`config.mk`:
```
export PLATFORM = sky130hd
export DESIGN_NAME = operating_mode_select
export DESIGN_NICKNAME = d
export VERILOG_FILES = /design/src/pkg/mode_sel_pkg.sv /design/src/core/operating_mode_select.sv
export VERILOG_INCLUDE_DIRS = /design/src /design/src/pkg
export SDC_FILE = /design/constraint.sdc
export NUM_CORES = 1
export LEC_CHECK = 0
export BUFFER_PORTS_ARGS = -buffer_cell sky130_fd_sc_hd__buf_2
export CAP_MARGIN = 20
export CORE_MARGIN = 1
export CORE_UTILIZATION = 44
export DETAILED_ROUTE_END_ITERATION = 6
export PLACE_DENSITY_LB_ADDON = 0.05
export REMOVE_ABC_BUFFERS = 1
export SYNTH_ARGS = -nofsm -noshare
export SYNTH_HDL_FRONTEND = slang
export SYNTH_SLANG_ARGS = --single-unit
```
`constraint.sdc`:
```
create_clock -name core_clk -period 1.8 [get_ports core_clk]
set_input_delay 0.09 -clock core_clk [delete_from_list [all_inputs] [get_ports core_clk]]
set_output_delay 0.09 -clock core_clk [all_outputs]
set_load 0.1 [all_outputs]
```
`src/pkg/mode_sel_cfg.svh`:
```
/*
 * Offsets, field positions and debug map windows of the operating mode block.
 * Assumes 16-bit register addresses and an 8-bit register data path.
 */
`ifndef MODE_SEL_CFG_SVH
`define MODE_SEL_CFG_SVH

// ----------------------------------------------------------------
// Register offsets
// ----------------------------------------------------------------
`define OMC_OFFSET      16'h000B
`define ALT_OFFSET      16'h0030

// ----------------------------------------------------------------
// Field positions of the mode control register
// ----------------------------------------------------------------
`define OMC_SPEC_N_BIT  7
`define OMC_MODE_SELECT_B_BIT    6
`define OMC_MODE_SELECT_A_BIT    5
`define OMC_BUS_CLOCK_STRETCH_ENABLE_BIT    4
`define OMC_INTERNAL_BUS_VISIBILITY_BIT    3
`define OMC_WSD_BIT     2
`define OMC_EME_BIT     0

// ----------------------------------------------------------------
// Debug map windows
// ----------------------------------------------------------------
`define DBG_ROM_LO      16'hFF20
`define DBG_ROM_HI      16'hFFFF
`define DBG_REG_LO      16'hFF00
`define DBG_REG_HI      16'hFF06

`endif

```
`src/pkg/mode_sel_pkg.sv`:
```
/*
 * Types of the operating mode block.
 * Assumes nothing beyond a SystemVerilog compiler.
 */
package mode_sel_pkg;

    // ----------------------------------------------------------------
    // Mode code {special_low, b, a}
    // ----------------------------------------------------------------
    typedef enum logic [2:0] {
        MODE_SPC_SINGLE = 3'h0,
        MODE_SPC_NARROW = 3'h1,
        MODE_SPC_PERIPH = 3'h2,
        MODE_SPC_WIDE   = 3'h3,
        MODE_NRM_SINGLE = 3'h4,
        MODE_NRM_NARROW = 3'h5,
        MODE_NRM_RSVD   = 3'h6,
        MODE_NRM_WIDE   = 3'h7
    } mode_code_t;

    // ----------------------------------------------------------------
    // Narrow bus byte sequencer
    // ----------------------------------------------------------------
    typedef enum logic [2:0] {
        NB_IDLE = 3'h1,
        NB_HIGH = 3'h2,
        NB_LOW  = 3'h4
    } narrow_state_t;

endpackage

```
`src/core/operating_mode_select.sv`:
```
/*
 * Operating mode selection, mode control register, map removal,
 * background debug enable/activate and external bus byte sequencing.
 * Assumes register port on core_clk, mode pins asynchronous, and a
 * CPU that requests external transfers with a one-cycle strobe.
 */
// Design decision made here: the plain strobed port.
// Function
// - Mode comes from pins held during reset
// - Pins captured at reset release into bits
// - Mode encoding per table, reserved forced peripheral
// - Single chip: no external bus, ports GPIO
// - Wide modes: 16-bit multiplexed bus ports A,B
// - Narrow: 8-bit data, high byte first
// - Second narrow byte uses incremented address
// - Peripheral mode: CPU inactive, external master
// - Peripheral mode entered or left only by reset
// - Normal modes protect bits; special modes wider
// - Special single chip leaves reset debug active
// - Other modes need debug enabled first
// - Activate by serial command or background instruction
// - Debug ROM and registers mapped when active
// - User top memory removed while debug active
// - Mode register resets per mode
// - Mode register unmapped in peripheral mode
// - Special bit writable in special, first ignored
// - Mode B/A write once normal, special after first
// - Runtime writes never pick peripheral or reserved
// - Ports A,B unmapped in expanded, peripheral
// - Port E unmapped peripheral, expanded with emulation
// - Clock stretch reads 1 in expanded modes
// - Single chip keeps port E mapped
`include "mode_sel_cfg.svh"
`timescale 1ns/10ps
`default_nettype none

module operating_mode_select (
    input  wire logic        core_clk,
    input  wire logic        srst,
    input  wire logic        debug_serial_pin,
    input  wire logic        mode_select_b,
    input  wire logic        mode_select_a,
    input  wire logic [15:0] reg_addr,
    input  wire logic [7:0]  reg_wdata,
    input  wire logic        reg_wr,
    input  wire logic        reg_rd,
    output logic      [7:0]  reg_rdata,
    input  wire logic        debug_enable_cmd,
    input  wire logic        debug_activate_cmd,
    input  wire logic        background_instruction,
    input  wire logic        debug_exit,
    input  wire logic        ext_req,
    input  wire logic        ext_word,
    input  wire logic [15:0] ext_addr,
    input  wire logic [15:0] ext_wdata,
    input  wire logic [15:0] cpu_addr,
    output logic             ext_busy,
    output logic      [15:0] bus_addr,
    output logic      [15:0] bus_data,
    output logic             bus_cycle,
    output logic             bus_present,
    output logic             bus_wide,
    output logic             cpu_run,
    output logic             background_debug_enabled,
    output logic             background_debug_active,
    output logic             debug_rom_sel,
    output logic             debug_reg_sel,
    output logic             user_top_hidden,
    output logic             port_ab_mapped,
    output logic             port_e_mapped,
    output logic             mode_reg_mapped
);

    // ----------------------------------------------------------------
    // Pin synchronisers
    // ----------------------------------------------------------------
    logic [2:0] pin_meta_q;
    logic [2:0] pin_sync_q;
    logic       in_reset_q;

    always_ff @(posedge core_clk) begin
        pin_meta_q <= {debug_serial_pin, mode_select_b, mode_select_a};
        pin_sync_q <= pin_meta_q;
    end

    // ----------------------------------------------------------------
    // Mode register state
    // ----------------------------------------------------------------
    logic [2:0] mode_q;
    logic       bus_clock_stretch_enable_q;
    logic       internal_bus_visibility_q;
    logic       wsd_q;
    logic       eme_q;
    logic       first_wr_q;
    logic       mode_wr_once_q;
    logic       bus_clock_stretch_enable_wr_once_q;
    logic       internal_bus_visibility_wr_once_q;
    logic       eme_wr_once_q;

    wire logic [2:0] pin_mode    = (pin_sync_q == 3'h6) ? 3'h2 : pin_sync_q;
    wire logic       special     = ~mode_q[2];
    wire logic       periph      = (mode_q == 3'h2);
    wire logic       single_chip = (mode_q[1:0] == 2'h0);
    wire logic       expanded    = ~single_chip & ~periph;
    wire logic       wide        = (mode_q[1:0] == 2'h3) | periph;

    wire logic       omc_hit = (reg_addr == `OMC_OFFSET) & ~periph;
    wire logic       omc_wr  = reg_wr & omc_hit & ~in_reset_q;
    wire logic       alt_hit = (reg_addr == `ALT_OFFSET);

    // Special bit: special modes only, not the first write
    wire logic       spec_ok = special & ~first_wr_q;
    wire logic       new_s   = spec_ok ? reg_wdata[`OMC_SPEC_N_BIT] : mode_q[2];
    // Mode B/A: once in normal, special after first write
    wire logic       ba_ok   = special ? ~first_wr_q : ~mode_wr_once_q;
    wire logic [1:0] new_ba  = ba_ok ? reg_wdata[`OMC_MODE_SELECT_B_BIT:`OMC_MODE_SELECT_A_BIT] : mode_q[1:0];
    wire logic [2:0] new_mode = {new_s, new_ba};
    // Peripheral and reserved codes kept out; periph can't leave
    wire logic       mode_ok = ~periph & (new_mode != 3'h2) & (new_mode != 3'h6);

    // Normal: write once, wsd anytime; special: anytime (stretch), after first (internal_bus_visibility, eme), never (wsd)
    wire logic       bus_clock_stretch_enable_ok = special | ~bus_clock_stretch_enable_wr_once_q;
    wire logic       internal_bus_visibility_ok = special ? ~first_wr_q : ~internal_bus_visibility_wr_once_q;
    wire logic       eme_ok  = special ? ~first_wr_q : ~eme_wr_once_q;
    wire logic       wsd_ok  = ~special;

    always_ff @(posedge core_clk) begin
        in_reset_q <= srst;
        if (srst) begin
            mode_q         <= 3'h2;
            bus_clock_stretch_enable_q         <= 1'b1;
            internal_bus_visibility_q         <= 1'b0;
            wsd_q          <= 1'b0;
            eme_q          <= 1'b0;
            first_wr_q     <= 1'b1;
            mode_wr_once_q <= 1'b0;
            bus_clock_stretch_enable_wr_once_q <= 1'b0;
            internal_bus_visibility_wr_once_q <= 1'b0;
            eme_wr_once_q  <= 1'b0;
        end else if (in_reset_q) begin
            // Capture at reset release, per-mode reset values
            mode_q <= pin_mode;
            bus_clock_stretch_enable_q <= 1'b1;
            internal_bus_visibility_q <= ~pin_mode[2];
            eme_q  <= ~pin_mode[2];
            wsd_q  <= 1'b0;
        end else if (omc_wr) begin
            first_wr_q     <= 1'b0;
            mode_wr_once_q <= 1'b1;
            bus_clock_stretch_enable_wr_once_q <= 1'b1;
            internal_bus_visibility_wr_once_q <= 1'b1;
            eme_wr_once_q  <= 1'b1;
            if (mode_ok) begin
                mode_q <= new_mode;
            end
            if (bus_clock_stretch_enable_ok) begin
                bus_clock_stretch_enable_q <= reg_wdata[`OMC_BUS_CLOCK_STRETCH_ENABLE_BIT];
            end
            if (internal_bus_visibility_ok) begin
                internal_bus_visibility_q <= reg_wdata[`OMC_INTERNAL_BUS_VISIBILITY_BIT];
            end
            if (eme_ok) begin
                eme_q <= reg_wdata[`OMC_EME_BIT];
            end
            if (wsd_ok) begin
                wsd_q <= reg_wdata[`OMC_WSD_BIT];
            end
        end
    end

    // ----------------------------------------------------------------
    // Background debug
    // ----------------------------------------------------------------
    logic dbg_en_q;
    logic dbg_act_q;

    always_ff @(posedge core_clk) begin
        if (srst) begin
            dbg_en_q  <= 1'b0;
            dbg_act_q <= 1'b0;
        end else if (in_reset_q) begin
            dbg_en_q  <= (pin_mode == 3'h0);
            dbg_act_q <= (pin_mode == 3'h0);
        end else begin
            if (debug_enable_cmd) begin
                dbg_en_q <= 1'b1;
            end
            if (dbg_en_q & (debug_activate_cmd | background_instruction)) begin
                dbg_act_q <= 1'b1;
            end else if (debug_exit) begin
                dbg_act_q <= 1'b0;
            end
        end
    end

    assign background_debug_enabled = dbg_en_q;
    assign background_debug_active  = dbg_act_q;
    assign debug_rom_sel   = dbg_act_q & (cpu_addr >= `DBG_ROM_LO);
    assign debug_reg_sel   = dbg_act_q & (cpu_addr >= `DBG_REG_LO) & (cpu_addr <= `DBG_REG_HI);
    assign user_top_hidden = dbg_act_q & (cpu_addr >= `DBG_REG_LO);

    // ----------------------------------------------------------------
    // Map control and mode outputs
    // ----------------------------------------------------------------
    assign port_ab_mapped  = single_chip;
    assign port_e_mapped   = single_chip | (expanded & ~eme_q);
    assign mode_reg_mapped = ~periph;
    assign bus_present     = ~single_chip & ~in_reset_q;
    assign bus_wide        = wide;
    assign cpu_run         = ~periph & ~in_reset_q & ~srst;

    // ----------------------------------------------------------------
    // Register read
    // ----------------------------------------------------------------
    wire logic       bus_clock_stretch_enable_rd = bus_clock_stretch_enable_q | expanded;
    wire logic [7:0] omc_val = {mode_q, bus_clock_stretch_enable_rd, internal_bus_visibility_q, wsd_q, 1'b0, eme_q};
    wire logic [7:0] alt_val = {5'h00, dbg_act_q, dbg_en_q, periph};
    wire logic [7:0] rd_mux  = omc_hit ? omc_val : (alt_hit ? alt_val : 8'h00);

    always_ff @(posedge core_clk) begin
        if (srst) begin
            reg_rdata <= 8'h00;
        end else begin
            reg_rdata <= reg_rd ? rd_mux : 8'h00;
        end
    end

    // ----------------------------------------------------------------
    // External bus sequencer
    // ----------------------------------------------------------------
    mode_sel_pkg::narrow_state_t nb_q;
    mode_sel_pkg::narrow_state_t nb_d;
    logic [15:0] held_addr_q;
    logic [15:0] held_data_q;

    wire logic start    = ext_req & bus_present & (nb_q == mode_sel_pkg::NB_IDLE);
    wire logic two_byte = ext_word & ~wide;

    always_comb begin
        case (nb_q)
            mode_sel_pkg::NB_IDLE: nb_d = (start & two_byte) ? mode_sel_pkg::NB_HIGH : mode_sel_pkg::NB_IDLE;
            mode_sel_pkg::NB_HIGH: nb_d = mode_sel_pkg::NB_LOW;
            mode_sel_pkg::NB_LOW:  nb_d = mode_sel_pkg::NB_IDLE;
            default:               nb_d = mode_sel_pkg::NB_IDLE;
        endcase
    end

    always_ff @(posedge core_clk) begin
        if (srst) begin
            nb_q        <= mode_sel_pkg::NB_IDLE;
            held_addr_q <= 16'h0000;
            held_data_q <= 16'h0000;
            bus_addr    <= 16'h0000;
            bus_data    <= 16'h0000;
            bus_cycle   <= 1'b0;
        end else begin
            nb_q      <= nb_d;
            bus_cycle <= 1'b0;
            if (start) begin
                held_addr_q <= ext_addr;
                held_data_q <= ext_wdata;
                if (~two_byte) begin
                    bus_addr  <= ext_addr;
                    bus_data  <= wide ? ext_wdata : {8'h00, ext_wdata[7:0]};
                    bus_cycle <= 1'b1;
                end
            end else if (nb_q == mode_sel_pkg::NB_HIGH) begin
                bus_addr  <= held_addr_q;
                bus_data  <= {8'h00, held_data_q[15:8]};
                bus_cycle <= 1'b1;
            end else if (nb_q == mode_sel_pkg::NB_LOW) begin
                bus_addr  <= held_addr_q + 16'h0001;
                bus_data  <= {8'h00, held_data_q[7:0]};
                bus_cycle <= 1'b1;
            end
        end
    end

    assign ext_busy = (nb_q != mode_sel_pkg::NB_IDLE);

    // ----------------------------------------------------------------
    // Checks
    // ----------------------------------------------------------------
    AST_NO_PERIPH_WRITE: assert property (@(posedge core_clk) disable iff (srst)
        omc_wr |=> (mode_q != 3'h2 || $past(mode_q) == 3'h2) && mode_q != 3'h6)
        else $error("Runtime write selected peripheral or reserved mode");
    AST_PERIPH_STAYS: assert property (@(posedge core_clk) disable iff (srst | in_reset_q)
        (periph && !in_reset_q) |=> periph)
        else $error("Peripheral mode left without reset");
    AST_NARROW_SEQ: assert property (@(posedge core_clk) disable iff (srst)
        (start & two_byte) |-> ##2 (bus_cycle && bus_addr == $past(ext_addr, 2)) ##1
        (bus_cycle && bus_addr == $past(ext_addr, 3) + 16'h0001))
        else $error("Narrow transfer byte addresses wrong");
    AST_CAPTURE: assert property (@(posedge core_clk) disable iff (srst)
        (in_reset_q && !srst) |=> mode_q == $past(pin_mode))
        else $error("Mode not captured at reset release");
    AST_SSC_DEBUG: assert property (@(posedge core_clk) disable iff (srst)
        (in_reset_q && !srst && pin_mode == 3'h0) |=> dbg_act_q)
        else $error("Debug not active after special single chip reset");
    AST_DEBUG_GATED: assert property (@(posedge core_clk) disable iff (srst)
        (!dbg_act_q && !dbg_en_q && !in_reset_q) |=> !dbg_act_q)
        else $error("Debug active without enable");
    AST_PORTAB_MAP: assert property (@(posedge core_clk) disable iff (srst)
        (mode_q[1:0] != 2'h0) |-> !port_ab_mapped)
        else $error("Port A/B mapped outside single chip");
    AST_STRETCH_READ: assert property (@(posedge core_clk) disable iff (srst)
        (reg_rd && omc_hit && expanded) |=> reg_rdata[`OMC_BUS_CLOCK_STRETCH_ENABLE_BIT])
        else $error("Clock stretch read as zero in expanded mode");
    AST_NO_BUS_SINGLE: assert property (@(posedge core_clk) disable iff (srst)
        single_chip |-> !bus_present && !bus_cycle)
        else $error("External bus in single chip mode");

    // ----------------------------------------------------------------
    // Map, protection and transfer checks
    // ----------------------------------------------------------------
    AST_DBG_REG_MAP: assert property (@(posedge core_clk) disable iff (srst)
        (dbg_act_q && cpu_addr >= `DBG_REG_LO && cpu_addr <= `DBG_REG_HI) |-> debug_reg_sel && !debug_rom_sel)
        else $error("Debug register window not selected");
    AST_TOP_HIDDEN: assert property (@(posedge core_clk) disable iff (srst)
        (dbg_act_q && cpu_addr[15:8] == 8'hFF) |-> user_top_hidden)
        else $error("User top memory visible in debug");
    AST_MODE_REG_GONE: assert property (@(posedge core_clk) disable iff (srst)
        (periph && reg_rd && reg_addr == `OMC_OFFSET) |=> reg_rdata == 8'h00)
        else $error("Mode register read in peripheral mode");
    AST_PERIPH_WR_IGNORED: assert property (@(posedge core_clk) disable iff (srst)
        (periph && !in_reset_q && reg_wr) |=> $stable({bus_clock_stretch_enable_q, internal_bus_visibility_q, wsd_q, eme_q}) && periph)
        else $error("Mode register written in peripheral mode");
    AST_SPEC_FIRST: assert property (@(posedge core_clk) disable iff (srst)
        (omc_wr && first_wr_q) |=> mode_q[2] == $past(mode_q[2]))
        else $error("First write changed the special bit");
    AST_SPEC_WRITE: assert property (@(posedge core_clk) disable iff (srst)
        (omc_wr && spec_ok && mode_ok) |=> mode_q[2] == $past(reg_wdata[`OMC_SPEC_N_BIT]))
        else $error("Special bit write lost");
    AST_NORMAL_ONCE: assert property (@(posedge core_clk) disable iff (srst)
        (omc_wr && !special && mode_wr_once_q) |=> mode_q == $past(mode_q))
        else $error("Mode bits written twice in normal mode");
    AST_PORT_E_DATA_SINGLE: assert property (@(posedge core_clk) disable iff (srst)
        single_chip |-> port_e_mapped)
        else $error("Port E unmapped in single chip mode");
    AST_PORT_E_DATA_UNMAP: assert property (@(posedge core_clk) disable iff (srst)
        (periph || (expanded && eme_q)) |-> !port_e_mapped)
        else $error("Port E mapped where removed");
    AST_RESET_VALUES: assert property (@(posedge core_clk) disable iff (srst)
        (in_reset_q && !srst) |=> bus_clock_stretch_enable_q && !wsd_q && (internal_bus_visibility_q == special) && (eme_q == special))
        else $error("Mode register reset values wrong");
    AST_WSD_SPECIAL: assert property (@(posedge core_clk) disable iff (srst)
        (omc_wr && special) |=> $stable(wsd_q))
        else $error("Wait shutdown bit written in special mode");
    AST_CPU_HALT: assert property (@(posedge core_clk) disable iff (srst)
        periph |-> !cpu_run)
        else $error("CPU running in peripheral mode");
    AST_NARROW_BUSY: assert property (@(posedge core_clk) disable iff (srst)
        (start & two_byte) |=> ext_busy ##1 ext_busy ##1 !ext_busy)
        else $error("Narrow transfer busy window wrong");
    AST_NARROW_HIGH: assert property (@(posedge core_clk) disable iff (srst)
        (start & two_byte) |-> ##2 bus_data == {8'h00, $past(ext_wdata[15:8], 2)})
        else $error("High byte not sent first");
    AST_WIDE_BUS: assert property (@(posedge core_clk) disable iff (srst)
        (start & wide) |=> bus_cycle && bus_data == $past(ext_wdata))
        else $error("Wide transfer data wrong");
    AST_NO_RESERVED: assert property (@(posedge core_clk) disable iff (srst)
        mode_q != 3'h6)
        else $error("Reserved mode code held");
    AST_ACT_SOURCE: assert property (@(posedge core_clk) disable iff (srst)
        $rose(dbg_act_q) |-> $past(debug_activate_cmd | background_instruction | in_reset_q))
        else $error("Debug activated without a command");

    COV_NARROW: cover property (@(posedge core_clk) disable iff (srst) start & two_byte);
    COV_WIDE: cover property (@(posedge core_clk) disable iff (srst) start & wide & ext_word);
    COV_DBG_ACT: cover property (@(posedge core_clk) disable iff (srst) dbg_en_q & background_instruction);
    COV_MODE_SW: cover property (@(posedge core_clk) disable iff (srst) omc_wr & mode_ok & ba_ok);

endmodule

`default_nettype wire

```
Word level (Yosys, flattened, before mapping)
Index checks and enable logic that the tools add are counted.
{"block": "word_totals", "register_bits": 94, "inputBits": 85, "wordCells": 124, "out_inout_bits": 53}
{"block": "op_classes", "n_reduce_logical": 17, "n_eq_ne": 12, "n_bitwise": 36, "add_sub_neg": 1, "order_cmp": 3, "muxes": 35}
{"op": "16-bit 2-to-1 mux", "n": 9}
{"op": "16-bit greater-or-equal comparator (second input constant)", "n": 2}
{"op": "1-bit bitwise AND", "n": 19}
{"op": "1-bit 2-to-1 mux", "n": 17}
{"op": "16-bit by 1-bit adder with 16-bit output (second input constant)", "n": 1}
{"op": "16-bit by 4-bit equality test with 1-bit output (second input constant)", "n": 1}
{"op": "16-bit by 6-bit equality test with 1-bit output (second input constant)", "n": 1}
{"op": "16-bit less-or-equal comparator (second input constant)", "n": 1}
{"op": "3-bit 2-to-1 mux", "n": 5}
{"op": "1-bit NOT", "n": 12}
{"op": "2-bit AND reduction", "n": 6}
{"op": "8-bit 2-to-1 mux", "n": 1}
{"op": "2-bit nonzero test", "n": 4}
{"op": "3-bit by 2-bit equality test with 1-bit output (second input constant)", "n": 2}
{"op": "3-bit equality test (second input constant)", "n": 2}
{"op": "3-bit one-hot mux with 2 select lines", "n": 1}
{"op": "3-bit nonzero test", "n": 2}
{"op": "1-bit bitwise OR", "n": 5}
{"op": "2-bit 2-to-1 mux", "n": 2}
{"op": "2-bit OR reduction", "n": 2}
{"op": "4-bit OR reduction", "n": 1}
{"op": "3-bit by 1-bit equality test with 1-bit output (second input constant)", "n": 1}
{"op": "3-bit zero test", "n": 1}
{"op": "3-bit by 1-bit inequality test with 1-bit output (second input constant)", "n": 1}
{"op": "5 further kinds", "n": 5}

Logic depth before layout (Yosys ltp)
Gate-level depths: netlist of the first run.
{"block": "logic_depth", "ltp_word": 9, "ltp_mapped": 8, "ltp_nobuf": 6}

Worst setup path before layout of the first run
Ideal clock, no wire load.
{"block": "synth_timing", "path_kind": "reg-to-output", "start": "reg dbg_act_q, in the netlist background_debug_active", "end": "out debug_reg_sel", "stages_incl_launch_ff": 4, "arrival_time_ps": 4326, "slack_ps": -2616, "n_path_buf": 0, "t_required_ps": 1710, "cell_sequence": "dfxtp_1 -> nand3_1 -> nor3_1 -> and3_1"}
{"block": "synth_via", "elab_chain_len": 2}
{"element": "start: declaration", "line_no": "operating_mode_select.sv:175", "rtl": "logic dbg_act_q;"}
{"element": "start signal: assignment", "line_no": "operating_mode_select.sv:183", "rtl": "dbg_act_q <= (pin_mode == 3'h0);"}
{"element": "1-bit bitwise AND"}
{"element": "via user_top_hidden", "line_no": "operating_mode_select.sv:68", "rtl": "output logic user_top_hidden,"}
{"element": "1-bit bitwise AND", "line_no": "operating_mode_select.sv:199", "rtl": "assign debug_reg_sel = dbg_act_q & (cpu_addr >= `DBG_REG_LO) & (cpu_addr <= `DBG_REG_HI);"}
{"element": "end: declaration", "line_no": "operating_mode_select.sv:67", "rtl": "output logic debug_reg_sel,"}
The timed path passes the listed nets, and every way through them passes these cells.

Worst setup path after layout of the first run
{"block": "layout_timing", "start": "reg nb_q[1]", "end": "reg bus_addr[13]"}
{"block": "layout_via", "elab_chain_len": 4, "elab_cells_between_ends": 9, "cone_classes": "4 x eq/ne; 2 x mux; 1 x bitwise; 2 x reduce/logical"}
{"element": "start: declaration", "line_no": "operating_mode_select.sv:231", "rtl": "mode_sel_pkg::narrow_state_t nb_q;"}
{"element": "start signal: assignment", "line_no": "operating_mode_select.sv:250", "rtl": "nb_q <= mode_sel_pkg::NB_IDLE;"}
{"element": "start signal: assignment", "line_no": "operating_mode_select.sv:257", "rtl": "nb_q <= nb_d;"}
{"element": "3-bit by 1-bit equality test with 1-bit output", "line_no": "operating_mode_select.sv:236", "rtl": "wire logic start = ext_req & bus_present & (nb_q == mode_sel_pkg::NB_IDLE);"}
{"element": "1-bit bitwise AND", "line_no": "operating_mode_select.sv:236"}
{"element": "2-bit inequality test (no line) or 3-bit nonzero test (tied branches)"}
{"element": "2-bit AND reduction (no line)"}
{"element": "end signal: assignment", "line_no": "operating_mode_select.sv:263", "rtl": "bus_addr <= ext_addr;"}
{"element": "end signal: assignment", "line_no": "operating_mode_select.sv:268", "rtl": "bus_addr <= held_addr_q;"}
{"element": "end signal: assignment", "line_no": "operating_mode_select.sv:272", "rtl": "bus_addr <= held_addr_q + 16'h0001;"}
{"element": "end: declaration", "line_no": "operating_mode_select.sv:58", "rtl": "output logic [15:0] bus_addr,"}
Several ways; a longest one is shown, not always the timed one.
A chain may end at the register's enable or synchronous reset.

==> run_results.csv, run 1 <==
group,metric,value,unit
setup_path,cp-end-kind,"register",
synth,muxShareOfSynthArea,0.01720,
synth,synth-simple-area-share,0.2571,
setup_path,rr_startpoint,"nb_q[1]",
setup_path,worstPathCellList,"or3b_4 > or4b_4 > buf_12 > nand2_1 > a31oi_1 > o221a_2",
sta,rsz0062_at_grt,"yes",
cts,clkSlewWorstSetupHoldPaths,0.09,ns
floorplan,rows,34,
worst_hold_path,hold_class,"in -> reg",
setup_path,cp_slowest_cell,"or4b_4",
sta,fin_crit_sh,1.113,
setup_path,slowest_delay,0.55,ns
synth,synthFlopType,"dfxtp_1",
sta,finalSetupTns,-6.422,ns
sta,slew_headroom,0.5662,
detailed_routing,vias,4288,
global_route,grt_first_pass_wirelength,18.01,mm
cts,cts_tree,"yes",
global_route,grt-ovfl-total,0,
detailed_routing,wl_per_cell,13.74,µm
synth,ys_ff_latch,94,
setup_path,worstSetupPathType,"reg -> reg",
synth,ys_seq_area_frac,0.4621,
cts,clk_latency,0.35,ns
sta,worstMarginPinSlew,0.6508,ns
synth,synth_warnings,0,
sta,setup_viol,49,
floorplan,die_h,98.21,µm
sta,timing.final.crit_period,2.003,ns
cts,clockRootBuffer,"clkbuf_8",
detailed_routing,drc_errors,16,
power_and_ir_drop,p_comb_frac,0.242,
synth,synth_compound_gate_area_share,0.1880,
power_and_ir_drop,ir_worst_vdd,0.0005502,V
sta,fmax,499.1,MHz
run_status,failed_checks,"design-rule violations, negative setup slack",
setup_path,crit_family,"simple AND/OR/NAND/NOR gates",
floorplan,pin_count,138,
floorplan,core,8848,µm²
synth,synth_edf_count,0,
layout,drive_gt1_frac,0.3541,
layout,fin_util,0.6745,
setup_path,cp.arrival,2.25,ns
setup_path,critPathRequiredTime,2.04,ns
placed_design,post-dp-hpwl,7.852,mm
placed_design,port_buffers,136,
power_and_ir_drop,p_clk_frac,0.273,
cts,cts.sink_count,94,
power_and_ir_drop,p_per_area,772.0,nW/µm²
detailed_routing,ant_nets,0,
sta,hold_violations,0,
synth,synthAdderAreaFrac,0.003072,
flow_run,drv_cap,0,
power_and_ir_drop,switching_share,0.3343,
layout,final_common_cell,"buf_2",
global_route,grt_pass1_vias,3970,
cts,cts.path.max_buffers,2,
synth,synthXorXnorAreaFrac,0.02796,
sta,finClkSkew,0.008347,ns
synth,synth_top_family_by_area,"simple AND/OR/NAND/NOR gates",
floorplan,die_area,9645,µm²
global_route,grtUsageTotal,0.2304,
sta,maxSlewViolCount,0,
floorplan,start_util,0.4603,
layout,fillers,757,
power_and_ir_drop,power_leakage,2.555,nW
cts,cts_htree_levels,3,
layout,fin_nets,787,
synth,synth_area,4073,µm²
setup_path,critPathBufInv,1,
setup_path,cp-start-kind,"register",
cts,cts_inserted_buffers,9,
detailed_routing,vias_per_cell,5.268,
worst_hold_path,hp-start,"debug_exit",
synth,synth.avg_cell_area,8.211,µm²
power_and_ir_drop,p_switching,1.540,mW
floorplan,fp.dieW,98.21,µm
layout,layout.cells.most_common_list,"buf_2 (133), nand2_1 (112), dfxtp_1 (90)",
setup_path,crit_start,"nb_q[1]",
synth,ys_async_sr_fraction,0,
sta,setup_ws,-0.2035,ns
detailed_routing,drt_pass1_iterations,7,
run_status,status,"finished with violations",
setup_path,critical_path_peak_fanout,43,
placed_design,place_inst,760,
placed_design,place_congestion,0.7994,
detailed_routing,finalWirelength,11.19,mm
power_and_ir_drop,seqPwrFrac,0.485,
global_route,grt_max_degree,58,
synth,synth_cell_types,51,
layout,layout.cells.non_filler,814,
layout,area_delta_synth_final,46.54,%
synth,syn-instance-count,496,
power_and_ir_drop,internal-power,3.067,mW
global_route,antenna_found_initial,0,
detailed_routing,drtIter0Drc,162,
layout,diodes,0,
## final cells by class
| cell class | count | area [µm²] | share of cell area |
|---|---|---|---|
| Multi-Input combinational cell | 362 | 2163 | 0.3625 |
| Sequential cell | 94 | 1887 | 0.3161 |
| Timing Repair Buffer | 226 | 1578 | 0.2644 |
| Tap cell | 108 | 135.1 | 0.02264 |
| Clock buffer | 9 | 123.9 | 0.02075 |
| Clock inverter | 7 | 51.30 | 0.008595 |
| Inverter | 8 | 30.03 | 0.005031 |
## per-layer routing
metal	vias to the layer above	part of all wire	GRT usage
li1	2143	-	-
met1	2005	0.45	0.2923
met2	136	0.49	0.4020
met3	4	0.059	0.04724
met4	0	0.0034	0.05281
met5	-	0	0
## cells by family (layout without fill, tap and decap cells)
logic type / Yosys count / in the layout
and+or+nand+nor: 223 / 223
AOI/OAI and AO/OA: 118 / 118
DFF: 94 / 94
buffers and inverters: 40 / 250
xor gates and xnor gates: 13 / 13
muxes: 7 / 7
adders and majority gates: 1 / 1
## per-stage QoR
stage	cell area (µm²)	hold WS, ns	setup slack [ns]	total power [mW]
6_report	5968	0.02066	-0.2035	4.607
5_1_grt	5968	0.01073	-0.2785	4.820
4_1_cts	5788	0.003759	-0.1981	4.590
3_5_place_dp	5221	0.1941	-0.1721	3.273
3_3_place_gp	5221	0.1927	-0.1367	3.262
2_1_floorplan	3921	0.1177	-2.843	2.898
## worst reg2reg max path, delay by kind of cell, from the launching register on
kind / cells / cell delay, ns
flip-flops: 1 / 0.33
AO/OA/AOI/OAI: 2 / 0.30
buffers and inverters: 1 / 0.21
AND/OR/NAND/NOR: 3 / 1.06
## state kept, by name (all words and copies together), names as in the netlist, 2 cells and up, named ones only
signal and flops:
bus_addr 16, bus_data 16, held_addr_q 16, held_data_q 16, reg_rdata 8, nb_q 3
pin_meta_q 3, pin_sync_q 3, mode_q 2
## power groups by stage
stage	Clock (mW)	Combinational, mW	Sequential (mW)
finish	1.26	1.12	2.23
global route	1.39	1.19	2.25
CTS	1.29	1.07	2.23
detailed placement	0	0.996	2.28
global placement	0	0.987	2.27
floorplan	0	0.344	2.55
## cell usage after synthesis, types with 2 or more instances
library cell | n | area (µm²)
a211o_1 | 8 | 70.07
a211oi_1 | 2 | 15.01
a21o_1 | 2 | 15.01
a21oi_1 | 60 | 300.3
a22o_1 | 2 | 17.52
a22oi_1 | 8 | 60.06
a311o_1 | 9 | 90.09
a311oi_1 | 3 | 26.28
a31oi_1 | 2 | 12.51
and2_1 | 2 | 12.51
and3_1 | 12 | 75.07
buf_2 | 7 | 35.03
buf_6 | 3 | 33.78
clkbuf_1 | 21 | 78.83
dfxtp_1 | 94 | 1882
inv_1 | 7 | 26.28
mux2i_1 | 7 | 70.07
nand2_1 | 118 | 442.9
nand3_1 | 11 | 55.05
nand4_1 | 5 | 31.28
nor2_1 | 39 | 146.4
nor2b_1 | 3 | 18.77
nor3_1 | 12 | 60.06
nor4_1 | 5 | 31.28
nor4_2 | 2 | 25.02
nor4b_1 | 3 | 26.28
o211ai_1 | 2 | 15.01
o21a_1 | 3 | 22.52
o21ai_0 | 10 | 50.05
or4_1 | 2 | 15.01
xnor2_1 | 9 | 78.83
xor2_1 | 4 | 35.03
## path summary, 6_finish.rpt
kind	endpoint	slack, ns	depth (start not counted)
max	bus_addr[13]	-0.20	6
max reg2reg	bus_addr[13]	-0.20	6
min	background_debug_active	0.02	3
min reg2reg	pin_sync_q[2]	0.33	0
## timing repair
action | in CTS | in global routing
pin swaps | 2 | 12
hold buffers | 31 | 0
resized for setup | 14 | 38
endpoints found under the hold margin | 35 | 0
endpoints found under the setup margin | 39 | 68
setup buffers | 5 | 3
Power figures use the tool's default switching activity.
==> run 2, diff against run 1 <==
Settings changed: BUFFER_PORTS_ARGS -buffer_cell sky130_fd_sc_hd__buf_2 to not set, DONT_BUFFER_PORTS set to 1, REMOVE_ABC_BUFFERS 1 to not set, SETUP_SLACK_MARGIN set to 0.15.
==> run_results.csv, run 2 (synthesis gave the netlist of run 1 again) <==
group,metric,value,unit
run_status,status,"finished with violations",
run_status,failed_checks,"design-rule violations, negative hold slack, negative setup slack",
floorplan,start_util,0.4603,
sta,hold_violations,75,
worst_hold_path,hold_depth,1,
detailed_routing,vias_per_cell,5.639,
layout,area_delta_synth_final,59.82,%
setup_path,worst-r2r-cell-count,9,
detailed_routing,wl_met2,6.805,mm
setup_path,critPathRequiredTime,2.06,ns
placed_design,place_inst,677,
placed_design,post-dp-hpwl,7.874,mm
setup_path,cp-end-kind,"register",
global_route,grt_first_pass_wirelength,19.77,mm
layout,layout.cells.most_common_list,"dfxtp_1 (88), buf_4 (88), nand2_1 (72)",
setup_path,cp.arrival,2.30,ns
floorplan,pin_count,138,
layout,layout.cells.non_filler,736,
setup_path,timing.rr.end,"bus_data[8]",
synth,synth.net_count,582,
layout,fin_nets,709,
sta,maxSlewViolCount,0,
cts,cts_inserted_buffers,9,
setup_path,rr_startpoint,"nb_q[1]",
placed_design,port_buffers,0,
cts,clk_latency,0.36,ns
detailed_routing,wl_met3,795,µm
cts,clkSlewWorstSetupHoldPaths,0.10,ns
layout,fin_area,6509,µm²
setup_path,cp-start-kind,"register",
global_route,grt_max_degree,78,
setup_path,reg2reg_slack,-0.25,ns
detailed_routing,wl_per_cell,17.83,µm
layout,seqCellArea,1897,µm²
sta,rsz0062_at_grt,"yes",
sta,setup_viol,66,
layout,multi_input_area,2671,µm²
cts,cts_htree_levels,3,
floorplan,core,8848,µm²
power_and_ir_drop,power_leakage,2.507,nW
floorplan,rows,34,
power_and_ir_drop,p_per_area,786.4,nW/µm²
floorplan,die_h,98.21,µm
flow_run,drv_cap,0,
detailed_routing,wl_met1,5.211,mm
sta,setup_ws,-0.2453,ns
placed_design,place_congestion,0.8838,
sta,finClkSkew,0.008253,ns
global_route,grtUsageTotal,0.2597,
detailed_routing,drc_errors,13,
floorplan,fp.dieW,98.21,µm
detailed_routing,top_layer,"met4",
layout,fillers,645,
cts,cts_tree,"yes",
setup_path,worstSetupPathType,"reg -> reg",
cts,clockRootBuffer,"clkbuf_8",
detailed_routing,ant_nets,0,
cts,cts.path.max_buffers,2,
global_route,grt-ovfl-total,0,
sta,fmax,488.9,MHz
sta,finalSetupTns,-11.19,ns
sta,slew_headroom,0.5872,
detailed_routing,drt_pass1_iterations,6,
power_and_ir_drop,ir_worst_vdd,0.0005792,V
layout,fin_util,0.7356,
setup_path,crit_start,"nb_q[1]",
cts,cts_hold_buf,8,
global_route,grt_pass1_vias,4159,
setup_path,critical_path_peak_fanout,3,
sta,fin_crit_sh,1.136,
layout,diodes,0,
sta,worstMarginPinSlew,0.6186,ns
layout,drive_gt1_frac,0.4697,
placed_design,dpl_cell_area,5094,µm²
cts,cts.sink_count,94,
detailed_routing,finalWirelength,13.12,mm
worst_hold_path,hold_class,"in -> reg",
detailed_routing,drtIter0Drc,206,
detailed_routing,vias,4150,
setup_path,crit_end,"bus_data[8]",
sta,timing.final.crit_period,2.045,ns
global_route,antenna_found_initial,0,
floorplan,die_area,9645,µm²
sta,hold_ws,-0.2058,ns
## run 2: cell count changes in the layout (fill, tap and decap cells not counted), sizes merged
cell,change
dlygate4sd3,-23
or4b,+1
inv,+2
bufinv,+2
buf,-56
clkinv,-4
## run 2: worst min-delay path by stage
| stage | slack [ns] | startpoint | to |
|---|---|---|---|
| after floorplan | 0.12 | srst | in_reset_q |
| after global placement | 0.12 | mode_select_b | pin_meta_q[1] |
| after detailed placement | 0.12 | mode_select_b | pin_meta_q[1] |
| after CTS | -0.26 | srst | in_reset_q |
| after global routing | -0.25 | srst | in_reset_q |
| final | -0.21 | srst | register |
## run 2: final cells by class
class                      count  share of cell area
clock buffer                   9             0.01903
clock inverter                 7             0.01576
multi-input combinational    363              0.4104
timing repair buffer         147              0.2355
tap                          108             0.02076
inverter                       8            0.007113
sequential                    94              0.2914
## run 2: power by group
part	total [mW]	internal, mW	switching, mW
clock	1.61	0.803	0.812
sequential	2.24	2.17	0.0693
combinational	1.26	0.495	0.770
## run 2: stage by stage
stage	hold WS, ns	worst slack [ns]	power [mW]
finish	-0.2058	-0.2453	5.118
detailed placement	0.1178	-0.2397	3.215
floorplan	0.1177	-0.3367	2.993
CTS	-0.2604	-0.2198	5.009
global placement	0.1178	-0.1967	3.204
global route	-0.2454	-0.3333	5.304
## run 2: per-layer routing
metal,track usage,up-vias
li1,-,1992
met1,0.2986,1989
met2,0.4680,142
met3,0.06156,27
met4,0.09414,0
met5,0,-
## run 2: critical path: stages, from the launching register on
cell and delay (ns):
dfxtp_2 0.33, or3b_4 0.42, buf_6 0.14, nor4b_4 0.23
buf_6 0.15, a21oi_4 0.07, buf_4 0.20, buf_4 0.15
a22oi_2 0.18, nor2_1 0.07
## run 2: repair_timing
| action | in CTS | in global routing |
|---|---|---|
| pin swaps | 37 | 33 |
| endpoints found under the hold margin | 81 | 76 |
| cloned | 5 | 2 |
| endpoints found under the setup margin | 71 | 75 |
| gates resized for setup | 105 | 85 |
| setup buffers | 17 | 11 |
